==> src/watchdog_pkg.sv <==
// package: register map, field positions and timing constants of the watchdog
package watchdog_pkg;
   // apb byte addresses (documented offsets are not multiples of four: index * 4)
   localparam logic [11:0] IDX_COUNTER  = 12'h023;
   localparam logic [11:0] IDX_KEY      = 12'h025;
   localparam logic [11:0] IDX_CONTROL  = 12'h029;
   localparam logic [11:0] IDX_IRQ_STAT = 12'h030;
   localparam logic [11:0] IDX_IRQ_MASK = 12'h031;
   localparam logic [13:0] ADDR_COUNTER  = {IDX_COUNTER, 2'b00};
   localparam logic [13:0] ADDR_KEY      = {IDX_KEY, 2'b00};
   localparam logic [13:0] ADDR_CONTROL  = {IDX_CONTROL, 2'b00};
   localparam logic [13:0] ADDR_IRQ_STAT = {IDX_IRQ_STAT, 2'b00};
   localparam logic [13:0] ADDR_IRQ_MASK = {IDX_IRQ_MASK, 2'b00};
   // control register fields
   localparam int FLAG_BIT    = 7;
   localparam int DIS_BIT     = 6;
   localparam int CHK_HI_BIT  = 5;
   localparam int CHK_MID_BIT = 4;
   localparam int CHK_LO_BIT  = 3;
   localparam int PS_MSB      = 2;
   localparam logic [2:0] CHK_GOOD = 3'h5;
   localparam logic [2:0] PS_RESET = 3'h0;
   // service keys
   localparam logic [7:0] KEY_ARM   = 8'h55;
   localparam logic [7:0] KEY_CLEAR = 8'haa;
   // interrupt status bits
   localparam int IRQ_OVF = 0;
   localparam int IRQ_KEY = 1;
   localparam int IRQ_CHK = 2;
   localparam int IRQ_W   = 3;
   // timing
   localparam real CLK_MHZ        = 125.0;
   localparam real WATCHDOG_CLOCK_HZ       = 39062.5;
   localparam int  WATCHDOG_CLOCK_DIV      = int'(CLK_MHZ * 1.0e6 / WATCHDOG_CLOCK_HZ);
   localparam int  PRESCALE_W     = 6;
   localparam int  CNT_W          = 8;
endpackage

==> src/watchdog_control_prescale.sv <==
// watchdog timer: control register, prescaler, counter, key service and reset
`timescale 1ns/1ns
// Summary of operation
// - soft disable bit 0 keeps running, 1 stops it when permitted.
// - control write with check bit 5 clear resets system; reads as 0.
// - control write with check bit 4 set resets system; reads as 0.
// - control write with check bit 3 clear resets system; reads as 0.
// - prescale 00x divides by 1, then 2,4,8,16,32,64.
// - counter runs 257 selected periods from clear before reset.
// - servicing the counter never clears the prescaler.
// - at 39062.5 Hz timeout spans 6.55 ms to 419.43 ms.
// - pin low keeps the watchdog always active.
// - 55h then AAh clears counter; other key values reset system.
// - reset follows overflow by one selected clock period.
// - soft disable bit writable only while the pin is high.
// - overflow or bad key sets the watchdog reset flag.
module watchdog_control_prescale #(
   parameter int WATCHDOG_CLOCK_DIV = watchdog_pkg::WATCHDOG_CLOCK_DIV
)(
   input  wire logic        clk_in,
   input  wire logic        rstn_in,
   input  wire logic        psel_in,
   input  wire logic        penable_in,
   input  wire logic        pwrite_in,
   input  wire logic [15:0] paddr_in,
   input  wire logic [31:0] pwdata_in,
   output logic      [31:0] prdata_out,
   output logic             pready_out,
   output logic             pslverr_out,
   input  wire logic        disable_enable_pin_in,
   output logic             sys_reset_out,
   output logic             irq_out
);
   localparam int CW = watchdog_pkg::CNT_W;
   localparam int PW = watchdog_pkg::PRESCALE_W;

   // ==========================================================
   // apb decode
   logic        wr_en;
   logic        rd_en;
   logic        hit_cnt;
   logic        hit_key;
   logic        hit_ctl;
   logic        hit_ist;
   logic        hit_imk;
   logic        mapped;
   assign hit_cnt = paddr_in[13:0] == watchdog_pkg::ADDR_COUNTER;
   assign hit_key = paddr_in[13:0] == watchdog_pkg::ADDR_KEY;
   assign hit_ctl = paddr_in[13:0] == watchdog_pkg::ADDR_CONTROL;
   assign hit_ist = paddr_in[13:0] == watchdog_pkg::ADDR_IRQ_STAT;
   assign hit_imk = paddr_in[13:0] == watchdog_pkg::ADDR_IRQ_MASK;
   // only the low window of the byte address is decoded; anything above it is unmapped
   logic        addr_top_ok;
   assign addr_top_ok = paddr_in[15:14] == 2'h0;
   assign mapped  = (hit_cnt | hit_key | hit_ctl | hit_ist | hit_imk) & addr_top_ok;
   // zero wait states: every access completes in its first access cycle
   assign pready_out  = 1'b1;
   // unmapped accesses answer with an error and change nothing
   assign pslverr_out = psel_in & penable_in & ~mapped;
   assign wr_en = psel_in & penable_in & pwrite_in & mapped;
   assign rd_en = psel_in & ~penable_in & ~pwrite_in;

   // ==========================================================
   // pin synchroniser: three stages, change accepted when 2 and 3 agree
   // the pin is asynchronous; the agreement test hides a single metastable sample
   logic [2:0] pin_sync_r;
   logic       pin_high_r;
   always_ff @(posedge clk_in or negedge rstn_in)
   begin
      if (!rstn_in)
         pin_sync_r <= 3'h0;
      else
         pin_sync_r <= {pin_sync_r[1:0], disable_enable_pin_in};
   end
   always_ff @(posedge clk_in or negedge rstn_in)
   begin
      if (!rstn_in)
         pin_high_r <= 1'b0;
      else if (pin_sync_r[1] == pin_sync_r[2])
         pin_high_r <= pin_sync_r[2];
   end

   // ==========================================================
   // watchdog clock enable derived from system clock
   // one-cycle enable pulse: the whole block stays on the single system clock
   logic [15:0] watchdog_clock_cnt_r;
   logic        watchdog_clock_en;
   assign watchdog_clock_en = watchdog_clock_cnt_r == 16'(WATCHDOG_CLOCK_DIV - 1);
   always_ff @(posedge clk_in or negedge rstn_in)
   begin
      if (!rstn_in)
         watchdog_clock_cnt_r <= 16'h0;
      else if (watchdog_clock_en)
         watchdog_clock_cnt_r <= 16'h0;
      else
         watchdog_clock_cnt_r <= watchdog_clock_cnt_r + 16'h1;
   end

   // ==========================================================
   // control register
   logic       soft_dis_r;
   logic [2:0] prescale_r;
   logic       ctl_wr;
   logic       chk_bad;
   logic [2:0] chk_in;
   assign ctl_wr = wr_en & hit_ctl;
   assign chk_in = pwdata_in[watchdog_pkg::CHK_HI_BIT:watchdog_pkg::CHK_LO_BIT];
   assign chk_bad = ctl_wr & (chk_in != watchdog_pkg::CHK_GOOD);
   // the prescale field is taken even from a write whose check bits are wrong
   always_ff @(posedge clk_in or negedge rstn_in)
   begin
      if (!rstn_in)
         prescale_r <= watchdog_pkg::PS_RESET;
      else if (ctl_wr)
         prescale_r <= pwdata_in[watchdog_pkg::PS_MSB:0];
   end
   // writes to the disable bit are dropped while the pin is low
   always_ff @(posedge clk_in or negedge rstn_in)
   begin
      if (!rstn_in)
         soft_dis_r <= 1'b0;
      else if (ctl_wr & pin_high_r)
         soft_dis_r <= pwdata_in[watchdog_pkg::DIS_BIT];
   end

   // software may stop the timer only while the synchronised pin is high
   logic sw_stop;
   logic running;
   assign sw_stop = soft_dis_r & pin_high_r;
   assign running = ~sw_stop;

   // ==========================================================
   // free-running prescaler, never cleared by service
   logic [PW-1:0] pre_r;
   logic [PW-1:0] pre_nxt;
   logic          tick;
   assign pre_nxt = pre_r + PW'(1);
   always_ff @(posedge clk_in or negedge rstn_in)
   begin
      if (!rstn_in)
         pre_r <= '0;
      else if (watchdog_clock_en)
         pre_r <= pre_nxt;
   end
   // tap k fires when the low k+1 bits of the prescaler are all ones
   logic [PW-1:0] tap_hit;
   for (genvar k = 0; k < PW; k++)
   begin : g_tap
      assign tap_hit[k] = &pre_r[k:0];
   end
   // codes 0 and 1 both take the undivided watchdog clock
   always_comb
   begin
      case (prescale_r)
         3'h0, 3'h1: tick = watchdog_clock_en;
         3'h2: tick = watchdog_clock_en & tap_hit[0];
         3'h3: tick = watchdog_clock_en & tap_hit[1];
         3'h4: tick = watchdog_clock_en & tap_hit[2];
         3'h5: tick = watchdog_clock_en & tap_hit[3];
         3'h6: tick = watchdog_clock_en & tap_hit[4];
         3'h7: tick = watchdog_clock_en & tap_hit[5];
         default: tick = watchdog_clock_en;
      endcase
   end

   // ==========================================================
   // key service
   logic       key_wr;
   logic       armed_r;
   logic       service;
   logic       key_bad;
   logic [7:0] key_val;
   assign key_val = pwdata_in[7:0];
   assign key_wr  = wr_en & hit_key;
   assign key_bad = key_wr & (key_val != watchdog_pkg::KEY_ARM) & (key_val != watchdog_pkg::KEY_CLEAR);
   assign service = key_wr & armed_r & (key_val == watchdog_pkg::KEY_CLEAR);
   // every key write re-arms or disarms, so only 55h directly before aah clears
   always_ff @(posedge clk_in or negedge rstn_in)
   begin
      if (!rstn_in)
         armed_r <= 1'b0;
      else if (key_wr)
         armed_r <= key_val == watchdog_pkg::KEY_ARM;
   end

   // ==========================================================
   // counter, overflow and delayed reset
   logic [CW-1:0] cnt_r;
   logic          ovf_r;
   logic          ovf_rst;
   // service clears the counter only; the prescaler phase carries on
   always_ff @(posedge clk_in or negedge rstn_in)
   begin
      if (!rstn_in)
         cnt_r <= '0;
      else if (service)
         cnt_r <= '0;
      else if (running & tick)
         cnt_r <= cnt_r + CW'(1);
   end
   // armed by the 256th tick and spent by the 257th: one reset per overflow
   always_ff @(posedge clk_in or negedge rstn_in)
   begin
      if (!rstn_in)
         ovf_r <= 1'b0;
      else if (service)
         ovf_r <= 1'b0;
      else if (running & tick)
         ovf_r <= &cnt_r;
   end
   // 256 ticks overflow, 257th asserts reset
   assign ovf_rst = ovf_r & running & tick;

   // one registered pulse for any cause, shared when causes coincide; internal state is left for software to inspect
   logic fire;
   assign fire = ovf_rst | key_bad | chk_bad;
   always_ff @(posedge clk_in or negedge rstn_in)
   begin
      if (!rstn_in)
         sys_reset_out <= 1'b0;
      else
         sys_reset_out <= fire;
   end

   // ==========================================================
   // reset-source flag, write one to clear; set wins
   logic flag_r;
   logic flag_clr;
   logic flag_set;
   assign flag_set = ovf_rst | key_bad;
   assign flag_clr = ctl_wr & pwdata_in[watchdog_pkg::FLAG_BIT];
   always_ff @(posedge clk_in or negedge rstn_in)
   begin
      if (!rstn_in)
         flag_r <= 1'b0;
      else if (flag_set)
         flag_r <= 1'b1;
      else if (flag_clr)
         flag_r <= 1'b0;
   end

   // ==========================================================
   // interrupt status and mask
   logic [watchdog_pkg::IRQ_W-1:0] ist_r;
   logic [watchdog_pkg::IRQ_W-1:0] imk_r;
   logic [watchdog_pkg::IRQ_W-1:0] ev;
   logic                           ist_wr;
   logic                           imk_wr;
   assign ist_wr = wr_en & hit_ist;
   assign imk_wr = wr_en & hit_imk;
   always_comb
   begin
      ev = '0;
      ev[watchdog_pkg::IRQ_OVF] = ovf_rst;
      ev[watchdog_pkg::IRQ_KEY] = key_bad;
      ev[watchdog_pkg::IRQ_CHK] = chk_bad;
   end
   always_ff @(posedge clk_in or negedge rstn_in)
   begin
      if (!rstn_in)
         ist_r <= '0;
      // an event in the clearing cycle keeps its bit set
      else if (ist_wr)
         ist_r <= (ist_r & ~pwdata_in[watchdog_pkg::IRQ_W-1:0]) | ev;
      else
         ist_r <= ist_r | ev;
   end
   always_ff @(posedge clk_in or negedge rstn_in)
   begin
      if (!rstn_in)
         imk_r <= '0;
      else if (imk_wr)
         imk_r <= pwdata_in[watchdog_pkg::IRQ_W-1:0];
   end
   assign irq_out = |(ist_r & imk_r);

   // ==========================================================
   // read data, registered in setup phase
   // the key address reads back the control view
   logic [7:0] ctl_view;
   assign ctl_view = {flag_r, soft_dis_r, 3'h0, prescale_r};
   always_ff @(posedge clk_in or negedge rstn_in)
   begin
      if (!rstn_in)
         prdata_out <= 32'h0;
      else if (rd_en)
      begin
         if (hit_cnt)
            prdata_out <= {24'h0, cnt_r};
         else if (hit_key | hit_ctl)
            prdata_out <= {24'h0, ctl_view};
         else if (hit_ist)
            prdata_out <= {29'h0, ist_r};
         else if (hit_imk)
            prdata_out <= {29'h0, imk_r};
         else
            prdata_out <= 32'h0;
      end
   end
endmodule

==> config.mk <==
export PLATFORM = sky130hd
export DESIGN_NAME = watchdog_control_prescale
export DESIGN_NICKNAME = d
export VERILOG_FILES = /design/src/watchdog_pkg.sv /design/src/watchdog_control_prescale.sv
export SDC_FILE = /design/constraint.sdc
export NUM_CORES = 1
export LEC_CHECK = 0
export ABC_AREA = 0
export BUFFER_PORTS_ARGS = -buffer_cell sky130_fd_sc_hd__buf_4
export CAP_MARGIN = 5
export CORE_UTILIZATION = 28
export CTS_BUF_LIST = sky130_fd_sc_hd__clkbuf_4 sky130_fd_sc_hd__clkbuf_8 sky130_fd_sc_hd__clkbuf_16
export CTS_CLUSTER_DIAMETER = 120
export DETAILED_ROUTE_END_ITERATION = 10
export PLACE_DENSITY = 0.53
export SYNTH_ARGS = -nofsm -noshare
export SYNTH_HDL_FRONTEND = slang
export SYNTH_SLANG_ARGS = --single-unit
==> constraint.sdc <==
create_clock -name clk_in -period 3.35 [get_ports clk_in]
set_clock_uncertainty 0.15 [all_clocks]
set_input_delay 0.67 -clock clk_in [delete_from_list [all_inputs] [get_ports clk_in]]
set_output_delay 0.67 -clock clk_in [all_outputs]
set_load 0.05 [all_outputs]
==> summary.md <==
| Metric | Value |
|---|---|
| Wire per inst | 12.8 µm |
| Synthesis-to-finish area growth | 15.5% |
| First-pass GRT wire length | about 10000 µm |
| Unrepaired setup endpoints after global routing | no |
| CP dominant cell by count | buf_4 |
| Antenna Nets Post-Route | 0 |
| Routability Congestion | ~0.77 |
| Synth top area share | a little under half |
| Cts repair resizes | 0 |
| Critical Path AT | 1.95 ns |
| FILL cells | 1082 |
| Initial core utilization | a little under 30% |
| Post-CTS Setup Bufs | 0 |
| Tmin final | between 2 and 3 ns |
| Post-Synthesis Cells | approximately 300 |
| Initial antenna violation count | 0 |
| H-tree depth | 2 |
| Critical path class | input port to primary output |
| NumNets Final | 400 |
| #FFs+latches synth | 56 |
| Tcrit/Tclk final | between 80 and 90% |
| CP max stage cell | or4_4 |
| Sequential area share after synthesis | between 40% and 50% |
| Status | finished, final reports clean |
| Hold buffers post-CTS | 0 |
| Max Cap Viol | 0 |
| CP Cell Sequence | buf_4 > or4_4 > nor3_1 > a31oi_1 > buf_4 |
| Worst-path clk slew | 0.10 ns |
| Peak VDD IR | 0.138 mV |
| Fin Hold WS | 0.213 ns |
| Num CTS Buffers | 5 |
| Antenna Cells | 0 |
| Synthesized area | about 3000 µm² |
| Via count of the routed design | ~2200 |
| Crit path capture type | primary output |
| Max Freq | 0.362 GHz |
| Core Rows | 37 |
| Most frequent cell after synthesis | dfrtp_1 |
| DP HPWL | between 4000 and 5000 µm |
| Drt first pass iters | 4 |
| Ranking of synthesized cells by area | dfrtp_1 (46%), buf_4 (6.2%), nand2_1 (4.8%), xnor2_1 (4.6%), mux2_2 (2.6%) |
| Synth cell count leaders | dfrtp_1 (56), nand2_1 (39), buf_4 (25) |
| YS warnings | 0 |
| Largest net degree at the start of global routing | between 50 and 60 |
| Slew Viols, Final | 0 |
| Root Driver | clkbuf_8 |
| Die X-Extent | between 100 and 150 µm |
| Pwr/cell area | between 300 and 400 nW/µm² |
| Num Clock Sinks | 56 |
| CTS tree | yes |
| Relative slew margins | between 50% and 60% |
| Clock buffer depth | 2 |
| Core area | about 10000 µm² |
| PortBufs | 40 |
| Total GRT Usage | between 10% and 20% |
| Ys flop type | dfrtp_1 |
| IO Count | 90 |
| FF/Latch Area | 1400 µm² |
| Grt total ovfl | 0 |
| HP Class | flip-flop to flip-flop |
| CP required | 2.53 ns |
| Slew @ Worst Pin | around 0.72 ns |
| Slowest cell delay on critical path | between 0.5 and 0.6 ns |
| Startpoint types | input port |
| Critical Path Fanout Max | 3 |
| Vert. Die Dim | 106 µm |
| Setup_tns | 0 ns |
| DR DRC count | 0 |
| Dominant cell type by area after synthesis | dfrtp_1 |
| Syn Area/Cell | between 10 and 15 µm² |
| Full die area | between 10000 and 15000 µm² |
| Number of global-route vias before repair | 2132 |
| Routed WL | approximately 6100 µm |
| Initial DRC Count | 73 |
| Skew-Pair Late Insertion Delay | around 0.31 ns |
| Area of the multi-input gates | ~1500 µm² |
| Final hold violation count | 0 |
| Final setup viols | 0 |
| Share of post-route cells with drive strength above 1 | 20.8% |
| Distinct cells, synth | between 50 and 60 |
| Via density | ~4.6 |
| Asr flop ratio synth | between 90% and 100% |
| P_leak | 1.65 nW |
| EDFF count, synth | 0 |
[path summary, 6_finish.rpt]
| check | start | to | slack [ns] | cells past startpoint |
|---|---|---|---|---|
| max | paddr_in[10] | pslverr_out | 0.58 | 5 |
| min | pin_sync_r[0] | pin_sync_r[1] | 0.21 | 0 |
| max reg2reg | watchdog_clock_cnt_r[7] | cnt_r[5] | 0.90 | 5 |
| min reg2reg | pin_sync_r[0] | pin_sync_r[1] | 0.21 | 0 |
| max in group asynchronous | rstn_in | pin_sync_r[1] | 2.32 | 1 |
| min in group asynchronous | rstn_in | ist_r[1] | 0.26 | 1 |
[registers in the layout, summed over array words and instances, names as in the netlist, 3 cells and up]
signal                cells
cnt_r                     8
imk_r                     3
ist_r                     3
pin_sync_r                3
prdata_out                8
pre_r                     6
prescale_r                3
watchdog_clock_cnt_r     16
[cell type report]
| cell class | instances | area share [%] |
|---|---|---|
| multi-input cells | 230 | 42.3 |
| clock buffers | 7 | 2.58 |
| well taps | 136 | 4.87 |
| repair buffers | 44 | 9.46 |
| flip-flops and latches | 56 | 40.1 |
| clock inverters | 1 | 0.215 |
| inverters | 4 | 0.430 |
[report_power, final]
| part | total (mW) | switching, mW | leakage, nW | internal (mW) |
|---|---|---|---|---|
| Combinational | 0.133 | 0.100 | 0.887 | 0.0334 |
| Sequential | 0.681 | 0.00229 | 0.712 | 0.678 |
| Clock | 0.393 | 0.216 | 0.0479 | 0.177 |
| Total | 1.21 | 0.319 | 1.65 | 0.889 |
[per-stage QoR]
| stage | area, µm² | std cells | power, mW | util, % | setup slack, ns |
|---|---|---|---|---|---|
| after global routing | 3490 | 478 | 1.26 | 33.5 | 0.481 |
| after CTS | 3490 | 478 | 1.23 | 33.5 | 0.542 |
| final | 3490 | 478 | 1.21 | 33.5 | 0.584 |
| after detailed placement | 3400 | 470 | 0.829 | 32.6 | 0.278 |
| after floorplan | 3110 | 322 | 0.800 | - | 0.392 |
| after global placement | 3400 | 470 | 0.828 | 32.6 | 0.299 |
[cell usage in the layout (no fill, tap or decap), drive strengths merged, types with 3 or more instances in the layout]
master  count
nor4b       3
nand4       4
xor2        8
nor4        8
nor2b       4
inv         4
or4bb       3
and3        9
or3         3
clkbuf      7
xnor2      16
buf        44
and2        3
nor2       21
and4        4
a22oi       3
nand2      40
nand3      11
o21ai       6
a21oi       3
dfrtp      56
a21o        4
mux2        8
mux2i       6
ha          5
conb       25
nor3        7
o31ai       5
[cell families after synthesis]
family / share of synthesized area (%)
flops: 46.3
compound gates: 7.94
simple gates: 23.4
other cells: 0.248
mux: 5.09
buf+inv: 7.61
fa+ha+maj: 2.40
xor+xnor: 6.95
[critical path, delay by kind of cell]
family / cells / cell delay [ns]
compound gates: 1 / 0.13
simple gates: 2 / 0.84
buf+inv: 2 / 0.32
[metal layers]
layer,global-route usage (%),vias to the layer above,wire [µm]
met4,3.27,0,51
met1,15.3,1054,2940
met2,18.9,48,2830
met5,0,-,0
li1,-,1088,-
met3,2.58,5,275
No activity file was read; power rests on OpenSTA's default activity.
